--- src/shared/upt_pkg.sv ---
// Notes on behaviour
// - Factory settings, when offered within the first OTP_WAIT_CYCLES+1 cycles after reset, replace the built-in default of each register whose valid bit is set.
// - The legacy emphasis register sits at 0x71 and resets to 0x3C.
// - Bit 7 of the legacy emphasis register enables charger advertising and resets to zero.
// - Bits 5-4 pick the legacy emphasis pulse width, code 3 after reset.
// - Bit 3 enables legacy emphasis, resets to one, and may be replaced by a factory setting.
// - Emphasis is held off while chirp J or chirp K is driven, whatever the enable bit says; only tx_emphasis_on is gated, tune.legacy_emphasis_enable is not.
// - Bits 2-0 pick the legacy emphasis level, reset 4; codes 6 and 7 are not to be used.
// - The legacy receive register sits at 0x72, resets to 0x92, and bits 7-3 are reserved.
// - Bits 2-0 of the receive register pick one of eight equaliser steps, code 2 after reset.
// - The threshold register sits at 0x73, resets to 0x83, and bit 3 is reserved at zero.
// - Bits 7-4 pick one of sixteen disconnect thresholds, code 8 after reset.
// - Bits 2-0 pick one of eight squelch thresholds, code 3 after reset.
// - The embedded emphasis register sits at 0x77, resets to zero, and may be factory replaced.
// - In the embedded register bits 7-5 set the level and bits 4-3 the width.
// - Bit 0 of the embedded register enables charger detection, gated by connect, then pull-up.
package upt_pkg;

  // ==========================================================
  // register map
  localparam logic [7:0] UPT_OFS_LTX = 8'h71;
  localparam logic [7:0] UPT_OFS_LRX = 8'h72;
  localparam logic [7:0] UPT_OFS_LTHR = 8'h73;
  localparam logic [7:0] UPT_OFS_ETX = 8'h77;

  localparam logic [7:0] UPT_RST_LTX = 8'h3C;
  localparam logic [7:0] UPT_RST_LRX = 8'h92;
  localparam logic [7:0] UPT_RST_LTHR = 8'h83;
  localparam logic [7:0] UPT_RST_ETX = 8'h00;

  // bits that hold state; the rest are reserved and read their reset value
  localparam logic [7:0] UPT_RW_LTX = 8'hBF;
  localparam logic [7:0] UPT_RW_LRX = 8'h07;
  localparam logic [7:0] UPT_RW_LTHR = 8'hF7;
  localparam logic [7:0] UPT_RW_ETX = 8'hF9;

  localparam logic [7:0] UPT_RD_UNMAPPED = 8'h00;

  // ==========================================================
  // field positions
  localparam int UPT_LTX_CDP_BIT = 7;
  localparam int UPT_LTX_WID_LSB = 4;
  localparam int UPT_LTX_EN_BIT = 3;
  localparam int UPT_LTX_LVL_LSB = 0;
  localparam int UPT_LRX_EQ_LSB = 0;
  localparam int UPT_LTHR_DISC_LSB = 4;
  localparam int UPT_LTHR_SQ_LSB = 0;
  localparam int UPT_ETX_LVL_LSB = 5;
  localparam int UPT_ETX_WID_LSB = 3;
  localparam int UPT_ETX_BCD_BIT = 0;

  // highest legacy emphasis level code that is recommended
  localparam logic [2:0] UPT_LTX_LVL_MAX = 3'h5;

  // ==========================================================
  // factory settings loader
  localparam int UPT_NREG = 4;
  localparam int UPT_OTP_WAIT_CYCLES = 64;

  typedef enum logic [1:0] {
    UPT_IDX_LTX,
    UPT_IDX_LRX,
    UPT_IDX_LTHR,
    UPT_IDX_ETX
  } upt_idx_t;

  typedef struct packed {
    logic [UPT_NREG-1:0] valid; // one per register, bit index as upt_idx_t
    logic [7:0] ltx;
    logic [7:0] lrx;
    logic [7:0] lthr;
    logic [7:0] etx;
  } upt_otp_t;

  // decoded fields driving the analog front end
  typedef struct packed {
    logic charger_advertise_enable;
    logic [1:0] legacy_emphasis_width;
    logic legacy_emphasis_enable;
    logic [2:0] legacy_emphasis_level;
    logic [2:0] legacy_rx_equaliser;
    logic [3:0] disconnect_level;
    logic [2:0] legacy_squelch_level;
    logic [2:0] embedded_emphasis_level;
    logic [1:0] embedded_emphasis_width;
    logic charger_detect_enable;
  } upt_tune_t;

endpackage : upt_pkg

--- src/logic/upt_port_tuning_regs.sv ---
`timescale 1ns/10ps
`default_nettype none
module upt_port_tuning_regs
  import upt_pkg::*;
#(
  parameter int OTP_WAIT_CYCLES = UPT_OTP_WAIT_CYCLES
) (
  input wire logic core_clk, // system clock
  input wire logic rst, // async reset, active high
  input wire logic [7:0] reg_addr, // register offset
  input wire logic [7:0] reg_wdata, // write data
  input wire logic reg_wr, // write strobe, one cycle
  input wire logic reg_rd, // read strobe, one cycle
  output logic [7:0] reg_rdata, // read data
  output logic reg_rvalid, // read data valid, one cycle
  output logic reg_ready, // registers accept writes
  input wire logic otp_ready, // factory settings available
  input wire upt_otp_t otp_data, // factory settings and their valid bits
  input wire logic chirp_active, // chirp J or K being driven
  input wire logic connect_announced, // connect announcement by host side
  input wire logic detect_done, // charger detection attempt finished, pulse
  output upt_tune_t tune, // fields to analog
  output logic tx_emphasis_on, // effective legacy emphasis enable
  output logic charger_detect_run, // gated charger detection enable
  output logic pullup_enable // pull-up after detection attempt
);

  // ==========================================================
  // helpers
  function automatic logic [7:0] upt_merge(input logic [7:0] val, input logic [7:0] rw_mask,
                                           input logic [7:0] rst_val);
    upt_merge = (val & rw_mask) | (rst_val & ~rw_mask);
  endfunction : upt_merge

  function automatic logic upt_hit(input logic [7:0] addr, input logic [7:0] ofs);
    upt_hit = (addr == ofs);
  endfunction : upt_hit

  // ==========================================================
  // factory settings loader
  logic load_pulse;
  logic cfg_ready;

  upt_otp_loader #(
    .WAIT_CYCLES(OTP_WAIT_CYCLES)
  ) u_loader (
    .core_clk(core_clk),
    .rst(rst),
    .otp_ready(otp_ready),
    .load_pulse(load_pulse),
    .cfg_ready(cfg_ready)
  );

  // otp data is latched with otp_ready so it is stable when applied
  upt_otp_t otp_reg, otp_next;

  always_comb begin
    otp_next = otp_reg;
    if (otp_ready && !cfg_ready) begin
      otp_next = otp_data;
    end
  end

  always_ff @(posedge core_clk or posedge rst) begin
    if (rst) begin
      otp_reg <= '0;
    end else begin
      otp_reg <= otp_next;
    end
  end

  // ==========================================================
  // register storage
  logic [7:0] ltx_reg, ltx_next;
  logic [7:0] lrx_reg, lrx_next;
  logic [7:0] lthr_reg, lthr_next;
  logic [7:0] etx_reg, etx_next;
  logic wr_ok;

  assign wr_ok = reg_wr && cfg_ready;

  always_comb begin
    ltx_next = ltx_reg;
    lrx_next = lrx_reg;
    lthr_next = lthr_reg;
    etx_next = etx_reg;
    if (load_pulse) begin
      if (otp_reg.valid[UPT_IDX_LTX]) begin
        ltx_next = upt_merge(otp_reg.ltx, UPT_RW_LTX, UPT_RST_LTX);
      end
      if (otp_reg.valid[UPT_IDX_LRX]) begin
        lrx_next = upt_merge(otp_reg.lrx, UPT_RW_LRX, UPT_RST_LRX);
      end
      if (otp_reg.valid[UPT_IDX_LTHR]) begin
        lthr_next = upt_merge(otp_reg.lthr, UPT_RW_LTHR, UPT_RST_LTHR);
      end
      if (otp_reg.valid[UPT_IDX_ETX]) begin
        etx_next = upt_merge(otp_reg.etx, UPT_RW_ETX, UPT_RST_ETX);
      end
    end
    if (wr_ok) begin
      if (upt_hit(reg_addr, UPT_OFS_LTX)) begin
        ltx_next = upt_merge(reg_wdata, UPT_RW_LTX, UPT_RST_LTX);
      end
      if (upt_hit(reg_addr, UPT_OFS_LRX)) begin
        lrx_next = upt_merge(reg_wdata, UPT_RW_LRX, UPT_RST_LRX);
      end
      if (upt_hit(reg_addr, UPT_OFS_LTHR)) begin
        lthr_next = upt_merge(reg_wdata, UPT_RW_LTHR, UPT_RST_LTHR);
      end
      if (upt_hit(reg_addr, UPT_OFS_ETX)) begin
        etx_next = upt_merge(reg_wdata, UPT_RW_ETX, UPT_RST_ETX);
      end
    end
  end

  always_ff @(posedge core_clk or posedge rst) begin
    if (rst) begin
      ltx_reg <= UPT_RST_LTX;
      lrx_reg <= UPT_RST_LRX;
      lthr_reg <= UPT_RST_LTHR;
      etx_reg <= UPT_RST_ETX;
    end else begin
      ltx_reg <= ltx_next;
      lrx_reg <= lrx_next;
      lthr_reg <= lthr_next;
      etx_reg <= etx_next;
    end
  end

  // ==========================================================
  // read port and write ready
  logic [7:0] rdata_reg, rdata_next;
  logic rvalid_reg, rvalid_next;
  logic wready_reg, wready_next;

  always_comb begin
    rdata_next = rdata_reg;
    rvalid_next = reg_rd;
    wready_next = cfg_ready;
    if (reg_rd) begin
      if (upt_hit(reg_addr, UPT_OFS_LTX)) begin
        rdata_next = ltx_reg;
      end else if (upt_hit(reg_addr, UPT_OFS_LRX)) begin
        rdata_next = lrx_reg;
      end else if (upt_hit(reg_addr, UPT_OFS_LTHR)) begin
        rdata_next = lthr_reg;
      end else if (upt_hit(reg_addr, UPT_OFS_ETX)) begin
        rdata_next = etx_reg;
      end else begin
        rdata_next = UPT_RD_UNMAPPED;
      end
    end
  end

  always_ff @(posedge core_clk or posedge rst) begin
    if (rst) begin
      rdata_reg <= UPT_RD_UNMAPPED;
      rvalid_reg <= 1'b0;
      wready_reg <= 1'b0;
    end else begin
      rdata_reg <= rdata_next;
      rvalid_reg <= rvalid_next;
      wready_reg <= wready_next;
    end
  end

  assign reg_rdata = rdata_reg;
  assign reg_rvalid = rvalid_reg;
  assign reg_ready = wready_reg;

  // ==========================================================
  // field decode to analog
  upt_tune_t tune_reg, tune_next;
  logic [2:0] lvl_raw;

  assign lvl_raw = ltx_reg[UPT_LTX_LVL_LSB +: 3];

  always_comb begin
    tune_next = '0;
    tune_next.charger_advertise_enable = ltx_reg[UPT_LTX_CDP_BIT];
    tune_next.legacy_emphasis_width = ltx_reg[UPT_LTX_WID_LSB +: 2];
    tune_next.legacy_emphasis_enable = ltx_reg[UPT_LTX_EN_BIT];
    tune_next.legacy_emphasis_level = (lvl_raw > UPT_LTX_LVL_MAX) ? UPT_LTX_LVL_MAX : lvl_raw;
    tune_next.legacy_rx_equaliser = lrx_reg[UPT_LRX_EQ_LSB +: 3];
    tune_next.disconnect_level = lthr_reg[UPT_LTHR_DISC_LSB +: 4];
    tune_next.legacy_squelch_level = lthr_reg[UPT_LTHR_SQ_LSB +: 3];
    tune_next.embedded_emphasis_level = etx_reg[UPT_ETX_LVL_LSB +: 3];
    tune_next.embedded_emphasis_width = etx_reg[UPT_ETX_WID_LSB +: 2];
    tune_next.charger_detect_enable = etx_reg[UPT_ETX_BCD_BIT];
  end

  // ==========================================================
  // line-state gating
  logic emph_reg, emph_next;
  logic bcd_run_reg, bcd_run_next;
  logic pullup_reg, pullup_next;

  always_comb begin
    emph_next = ltx_reg[UPT_LTX_EN_BIT] && !chirp_active;
    bcd_run_next = etx_reg[UPT_ETX_BCD_BIT] && connect_announced && !pullup_reg;
    pullup_next = pullup_reg;
    if (!connect_announced) begin
      pullup_next = 1'b0;
    end else if (detect_done && bcd_run_reg) begin
      pullup_next = 1'b1;
    end
  end

  always_ff @(posedge core_clk or posedge rst) begin
    if (rst) begin
      tune_reg <= '0;
      emph_reg <= 1'b0;
      bcd_run_reg <= 1'b0;
      pullup_reg <= 1'b0;
    end else begin
      tune_reg <= tune_next;
      emph_reg <= emph_next;
      bcd_run_reg <= bcd_run_next;
      pullup_reg <= pullup_next;
    end
  end

  assign tune = tune_reg;
  assign tx_emphasis_on = emph_reg;
  assign charger_detect_run = bcd_run_reg;
  assign pullup_enable = pullup_reg;

endmodule : upt_port_tuning_regs
`default_nettype wire

--- src/logic/upt_otp_loader.sv ---
`timescale 1ns/10ps
`default_nettype none
module upt_otp_loader
  import upt_pkg::*;
#(
  parameter int WAIT_CYCLES = UPT_OTP_WAIT_CYCLES
) (
  input wire logic core_clk, // system clock
  input wire logic rst, // async reset, active high
  input wire logic otp_ready, // factory settings available
  output logic load_pulse, // one cycle: apply factory settings
  output logic cfg_ready // registers open to software
);

  typedef enum logic [1:0] {
    UPT_LD_WAIT,
    UPT_LD_APPLY,
    UPT_LD_RUN
  } upt_ld_state_t;

  localparam int CW = $clog2(WAIT_CYCLES + 1);
  localparam logic [CW-1:0] WAIT_LAST = CW'(WAIT_CYCLES);

  upt_ld_state_t state_reg, state_next;
  logic [CW-1:0] cnt_reg, cnt_next;
  logic load_reg, load_next;
  logic ready_reg, ready_next;

  // ==========================================================
  // next state
  always_comb begin
    state_next = state_reg;
    cnt_next = cnt_reg;
    load_next = 1'b0;
    ready_next = ready_reg;
    case (state_reg)
      UPT_LD_WAIT: begin
        cnt_next = cnt_reg + CW'(1);
        if (otp_ready) begin
          state_next = UPT_LD_APPLY;
          load_next = 1'b1;
        end else if (cnt_reg == WAIT_LAST) begin
          // no factory data: keep built-in defaults
          state_next = UPT_LD_RUN;
          ready_next = 1'b1;
        end
      end
      UPT_LD_APPLY: begin
        state_next = UPT_LD_RUN;
        ready_next = 1'b1;
      end
      UPT_LD_RUN: begin
        state_next = UPT_LD_RUN;
      end
      default: begin
        state_next = UPT_LD_WAIT;
        ready_next = 1'b0;
      end
    endcase
  end

  // ==========================================================
  // registers
  always_ff @(posedge core_clk or posedge rst) begin
    if (rst) begin
      state_reg <= UPT_LD_WAIT;
      cnt_reg <= '0;
      load_reg <= 1'b0;
      ready_reg <= 1'b0;
    end else begin
      state_reg <= state_next;
      cnt_reg <= cnt_next;
      load_reg <= load_next;
      ready_reg <= ready_next;
    end
  end

  assign load_pulse = load_reg;
  assign cfg_ready = ready_reg;

endmodule : upt_otp_loader
`default_nettype wire

--- config.mk ---
export PLATFORM = sky130hd
export DESIGN_NAME = upt_port_tuning_regs
export DESIGN_NICKNAME = d
export VERILOG_FILES = /design/src/shared/upt_pkg.sv /design/src/logic/upt_port_tuning_regs.sv /design/src/logic/upt_otp_loader.sv
export SDC_FILE = /design/constraint.sdc
export NUM_CORES = 1
export LEC_CHECK = 0
export BUFFER_PORTS_ARGS = -buffer_cell sky130_fd_sc_hd__buf_2
export CORE_ASPECT_RATIO = 0.9
export CORE_MARGIN = 2
export CORE_UTILIZATION = 58
export CTS_CLUSTER_DIAMETER = 100
export CTS_CLUSTER_SIZE = 30
export DETAILED_ROUTE_END_ITERATION = 10
export PLACE_DENSITY = 0.84
export SYNTH_ARGS = -nofsm -noshare
export SYNTH_HDL_FRONTEND = slang
export SYNTH_HIERARCHICAL = 1
export SYNTH_SLANG_ARGS = --single-unit
--- constraint.sdc ---
create_clock -name core_clk -period 5.7 [get_ports core_clk]
set_input_delay 0.855 -clock core_clk [delete_from_list [all_inputs] [get_ports core_clk]]
set_output_delay 0.855 -clock core_clk [all_outputs]
set_load 0.03 [all_outputs]
==> out/metrics.yaml, run 1 <==
dr.pass1.iters: 4
io_buffers: 86
dp_hpwl_mm: 6.49
final_common_cell: "dfrtp_1"
drt_iter0_drc: 158
grt_pass1_wl_mm: 15.0
htree_levels: 3
vdd.ir_drop.worst_uv: 373
finClkSkew_ps: 13.6
pwr-share-comb_pct: 34.6
final_util_pct: 68.8
synth_seq_cells: 106
grtUsageMet2_pct: 38.0
ys_seq_area_share_pct: 58.7
fin_area_sq_um: 5210
synthCells: 329
dpl.cell_count: 495
period_needed_ps: 2180
path_delay_family: "simple AND/OR/NAND/NOR gates"
power_density_nw_per_um2: 501
first_global_vias: 3023
final_nets: 476
antenna_cells: 0
synthToLayoutAreaGrowth_pct: 14.8
grt_use_met3_pct: 6.46
die_area_sq_um: 8560
cts_setup_buffers: 0
yosys.area.top_type_share_pct: 52.9
initial_core_util_pct: 59.9
holdBufCountCts: 0
cts_made_buffers: 9
tns_ps: 0
fin_cells: 511
cts_sinks: 106
final_cell_mix: "dfrtp_1 (96), buf_2 (86), mux2_2 (66), inv_1 (14), clkbuf_8 (11)"
worstSkewPairLatency_ps: 370
slowest_delay_ps: 430
whs_ps: 411
p_seq_share_pct: 48.8
antenna_left: 0
hp-class: "reg2reg"
avgSynthCellArea_sq_um: 13.8
boundaryPins: 96
cp_data_required_time_ps: 5950
status: "finished, final reports clean"
vias: 2922
cp.arrival_ps: 2430
cp-start-kind: "primary input"
ys.warnings.count: 6
gr-max-usage-layer: "met2"
drc: 0
p_clk_share_pct: 16.6
period_share_pct: 38.3
place_congestion: 0.785
cts-root-buf: "clkbuf_8"
hold_violations: 0
wl_per_cell_um: 17.8
critical_path_class: "in2reg"
crit_fanout: 34
setup_viol: 0
antenna_found_initial: 0
max_freq_ghz: 0.458
switchingPower_w: 0.000904
grt_overflow: 0
synthTopCellsByArea: "dfrtp_1 (53%), mux2_2 (16%), dfstp_2 (5.8%)"
synth_top_cell_by_area: "dfrtp_1"
synth.net_count: 395
grt_max_degree: 52
routed_wl_mm: 9.11
vias_per_cell: 5.72
ctsResizeCount: 0
cts.path.max_buffers: 2
cts_tree: "yes"
die_y_um: 88.0
path_clk_slew_ps: 90
cellLeakagePower_nw: 2.44
slew_headroom_pct: 41.5
core_sq_um: 7580
row_count: 30
worst_slew_pin_slew_ps: 876
swShare_pct: 34.6
end_kind: "flop"
track_usage_pct: 22.7
cp.buffers_inverters: 1
die_x_um: 97.3
cap_viol_max_count: 0
largest_reg_flops: 27
place_area_sq_um: 5020
rsz0062_at_grt: "false"
intPower_w: 0.00171
cpMaxStageDelayCell: "mux2_2"
maxSlewViolCount: 0
worstPathCellList: "buf_2 > and4bb_2 > nand4_1 > mux2_2"
synth_cell_types: 41
grtUsageMet1_pct: 28.9
netlist_area_sq_um: 4540
drive_gt1_share_pct: 47.2
[per-stage QoR]
step / total power [W] / worst slack (ps)
finish: 0.00261 / 3520
global route: 0.00277 / 3420
CTS: 0.00263 / 3520
detailed placement: 0.00220 / 3130
global placement: 0.00215 / 3140
floorplan: 0.00194 / 2380
[path summary, 6_finish.rpt]
kind,from,slack (ps),endpoint,cells after the start
max,reg_addr[1],3520,etx_reg[0],4
min,lthr_reg[0],410,tune[6],0
max reg2reg,u_loader/cfg_ready,3880,ltx_reg[7],3
min reg2reg,lthr_reg[0],410,tune[6],0
max in group asynchronous,rst,4000,etx_reg[5],3
min in group asynchronous,rst,490,u_loader/cnt_reg[3],2
[kinds of logic (layout without fill, tap and decap cells)]
| family | Yosys count | count (layout) | share of synthesized area, % |
|---|---|---|---|
| flops | 106 | 106 | 58.7 |
| mux | 73 | 73 | 18.7 |
| simple gates | 73 | 73 | 11.2 |
| buf+inv | 33 | 119 | 3.17 |
| compound gates | 32 | 32 | 5.48 |
| fa+ha+maj | 6 | 6 | 1.65 |
| xor+xnor | 6 | 6 | 1.16 |
[layout make-up]
class	instances	area, sq um
Fill cell	569	2370
Clock inverter	4	33.8
Clock buffer	12	155
Timing Repair Buffer	88	445
Tap cell	96	120
Sequential cell	106	2670
Inverter	15	57.6
Multi-Input combinational cell	190	1740
[power groups by stage]
stage / logic (W) / registers [W] / clock network [W]
2_1_floorplan: 0.000522 / 0.00142 / 0
3_3_place_gp: 0.000872 / 0.00128 / 0
3_5_place_dp: 0.000911 / 0.00129 / 0
4_1_cts: 0.000912 / 0.00128 / 0.000443
5_1_grt: 0.000979 / 0.00132 / 0.000474
6_report: 0.000903 / 0.00128 / 0.000433
[Yosys cell counts]
cell / count
a211oi_1: 9
a21o_1: 1
a21oi_1: 2
a311oi_1: 1
and2_1: 1
and2b_1: 1
and3_1: 7
and3_2: 1
and4_1: 9
and4bb_1: 1
and4bb_2: 4
buf_1: 1
buf_2: 4
buf_6: 2
clkbuf_1: 11
dfrtp_1: 96
dfstp_2: 10
ha_1: 6
inv_1: 15
mux2_2: 66
mux2_4: 7
nand2_1: 9
nand2b_1: 10
nand3_1: 1
nand3_2: 1
nand3b_1: 4
nand4_1: 3
nand4b_1: 2
nor2_1: 5
nor2b_1: 6
nor3_1: 1
nor4bb_1: 5
o21a_1: 1
o21ai_0: 1
o31ai_1: 8
o31ai_2: 1
o32ai_1: 8
or2_2: 1
or4_1: 1
xnor2_1: 3
xor2_1: 3
[layer usage]
layer	share of wire (%)	vias up
li1	-	1348
met1	43	1482
met2	50	78
met3	5.1	14
met4	1.9	0
met5	0	-
(Power assumes the default switching activity.)
==> run 2: changes to the inputs <==
--- a/config.mk
+++ b/config.mk
@@ -8,11 +8,11 @@
 export BUFFER_PORTS_ARGS = -buffer_cell sky130_fd_sc_hd__buf_2
 export CORE_ASPECT_RATIO = 0.9
 export CORE_MARGIN = 2
-export CORE_UTILIZATION = 58
+export CORE_UTILIZATION = 49
 export CTS_CLUSTER_DIAMETER = 100
 export CTS_CLUSTER_SIZE = 30
 export DETAILED_ROUTE_END_ITERATION = 10
-export PLACE_DENSITY = 0.84
+export PLACE_DENSITY = 0.76
 export SYNTH_ARGS = -nofsm -noshare
 export SYNTH_HDL_FRONTEND = slang
 export SYNTH_HIERARCHICAL = 1
==> constraint.sdc (replaced) <==
create_clock -name core_clk -period 1.8 [get_ports core_clk]
set_input_delay 0.27 -clock core_clk [delete_from_list [all_inputs] [get_ports core_clk]]
set_output_delay 0.27 -clock core_clk [all_outputs]
set_load 0.03 [all_outputs]
==> run 2 against run 1 <==
Compared with the run above: setup slack got worse by 3300 ps; via count fell by 0.24%; sequential power rose to 3.1 times the previous value; combinational power rose to 3.2 times the previous value; largest power group unchanged.
==> out/metrics.yaml, run 2 (same netlist as run 1, synthesis figures left out) <==
track_usage_pct: 20.3  # -2.4 points
end_kind: "flop"
die_area_sq_um: 10100  # +18%
htree_levels: 3  # unchanged
vdd.ir_drop.worst_uv: 783  # +110%
place_ws_ps: 134  # -3000 ps
top_layer: "met4"
initial_core_util_pct: 50.2  # -9.7 points
drc: 0  # unchanged
final_cell_mix: "dfrtp_1 (96), buf_2 (86), mux2_2 (66), inv_1 (14)"
slowest_delay_ps: 430  # about the same
dr.pass1.iters: 4  # unchanged
boundaryPins: 96  # unchanged
wl_met1_mm: 4.07  # +3.7%
cts_sinks: 106  # unchanged
slew_headroom_pct: 67.4  # +26 points
cp_data_required_time_ps: 2060  # -3890 ps
cpMaxStageDelayCell: "dfrtp_1"
cts_tree: "yes"
antenna_cells: 0  # unchanged
setup_viol: 0  # unchanged
grt_overflow: 0  # unchanged
final_nets: 486  # +2.1%
period_share_pct: 86.9
routed_wl_mm: 9.30  # +2.0%
drt_iter0_drc: 124  # -22%
worstPathCellList: "nand4b_1 > or4_1 > buf_4 > mux2_4"
worst_slew_pin_slew_ps: 488  # -388 ps
wl_per_cell_um: 17.0  # -4.7%
core_sq_um: 9040  # +19%
vias_per_cell: 5.33  # -6.8%
cts.path.max_buffers: 2  # unchanged
path_delay_family: "simple AND/OR/NAND/NOR gates"
io_buffers: 86  # unchanged
largest_reg_flops: 27  # unchanged
critical_path_class: "reg2reg"
finClkSkew_ps: 11.7  # -1.90 ps
worstSkewPairLatency_ps: 370  # about the same
die_y_um: 95.3  # +8.4%
cp.buffers_inverters: 1  # unchanged
dp_hpwl_mm: 6.84  # +5.4%
antenna_left: 0  # unchanged
grt_max_degree: 96  # +85%
place_congestion: 0.813  # +3.7%
holdBufCountCts: 1  # +1
status: "finished, final reports clean"
cap_viol_max_count: 0  # unchanged
cts_setup_buffers: 0  # unchanged
maxSlewViolCount: 0  # unchanged
hold_violations: 0  # unchanged
setup_ws_ps: 236  # -3280 ps
fin_area_sq_um: 5320  # +2.1%
cts-root-buf: "clkbuf_8"
path_clk_slew_ps: 90  # about the same
row_count: 33  # +10%
power_density_nw_per_um2: 1540  # +210%
cp-start-kind: "flop"
period_needed_ps: 1560
ctsResizeCount: 0  # unchanged
cts_made_buffers: 9  # unchanged
cp.arrival_ps: 1820  # -610 ps
drive_gt1_share_pct: 48.2  # +1.0 points
tns_ps: 0  # unchanged
first_global_vias: 3082  # +2.0%
grt_pass1_wl_mm: 15.4  # +2.8%
max_freq_ghz: 0.639
wl_met3_um: 407  # -13%
vias: 2915  # -0.24%
synthToLayoutAreaGrowth_pct: 17.1
final_common_cell: "dfrtp_1"
place_area_sq_um: 5140  # +2.3%
die_x_um: 105  # +8.4%
wl_met2_mm: 4.51  # -0.59%
cellLeakagePower_nw: 2.48  # +1.6%
crit_fanout: 8  # -76%
antenna_found_initial: 0  # unchanged
rsz0062_at_grt: "false"
hp-class: "in2reg"
-- run 2: changes by cell type in the layout (fill, tap and decap cells not counted), sizes merged --
| cell | change |
|---|---|
| dlygate4sd3 | +1 |
| buf | +9 |
| clkbuf | -1 |
| clkinvlp | +2 |
| inv | -1 |
-- run 2: power by group --
group,internal (W),switching (W),total (W),leakage (nW)
combinational,0.00142,0.00148,0.00290,1.11
sequential,0.00343,0.000595,0.00403,1.28
clock,0.000534,0.000753,0.00129,0.0851
-- run 2: per-layer routing --
metal,GRT usage [%],up-vias
met1,25.0,1449
met3,5.06,18
li1,-,1370
met5,0,-
met4,9.76,0
met2,34.0,78
-- run 2: final timing paths --
kind,from,end,slack [ps],cells after the start
max,u_loader/cfg_ready,ltx_reg[0],240,4
min,chirp_active,tx_emphasis_on,60,2
max in group asynchronous,rst,ltx_reg[4],810,4
max reg2reg,u_loader/cfg_ready,ltx_reg[0],240,4
min in group asynchronous,rst,u_loader/cnt_reg[1],460,3
min reg2reg,etx_reg[6],tune[4],400,0
-- run 2: area by class of cell --
type                            count  area, sq um
Timing Repair Buffer               98          536
Inverter                           15         60.1
Fill cell                         750         3720
Clock buffer                       11          141
Multi-Input combinational cell    190         1740
Sequential cell                   106         2670
Clock inverter                      5         30.0
Tap cell                          122          153
-- run 2: per-stage QoR --
step / hold WS, ps / cells / utilization [%] / power, W
2_1_floorplan: 122 / 329 / - / 0.00614
3_3_place_gp: 310 / 530 / 56.8 / 0.00687
3_5_place_dp: 316 / 530 / 56.8 / 0.00701
4_1_cts: 31.9 / 547 / 58.8 / 0.00832
5_1_grt: 39.4 / 547 / 58.8 / 0.00876
6_report: 58.8 / 547 / 58.8 / 0.00821
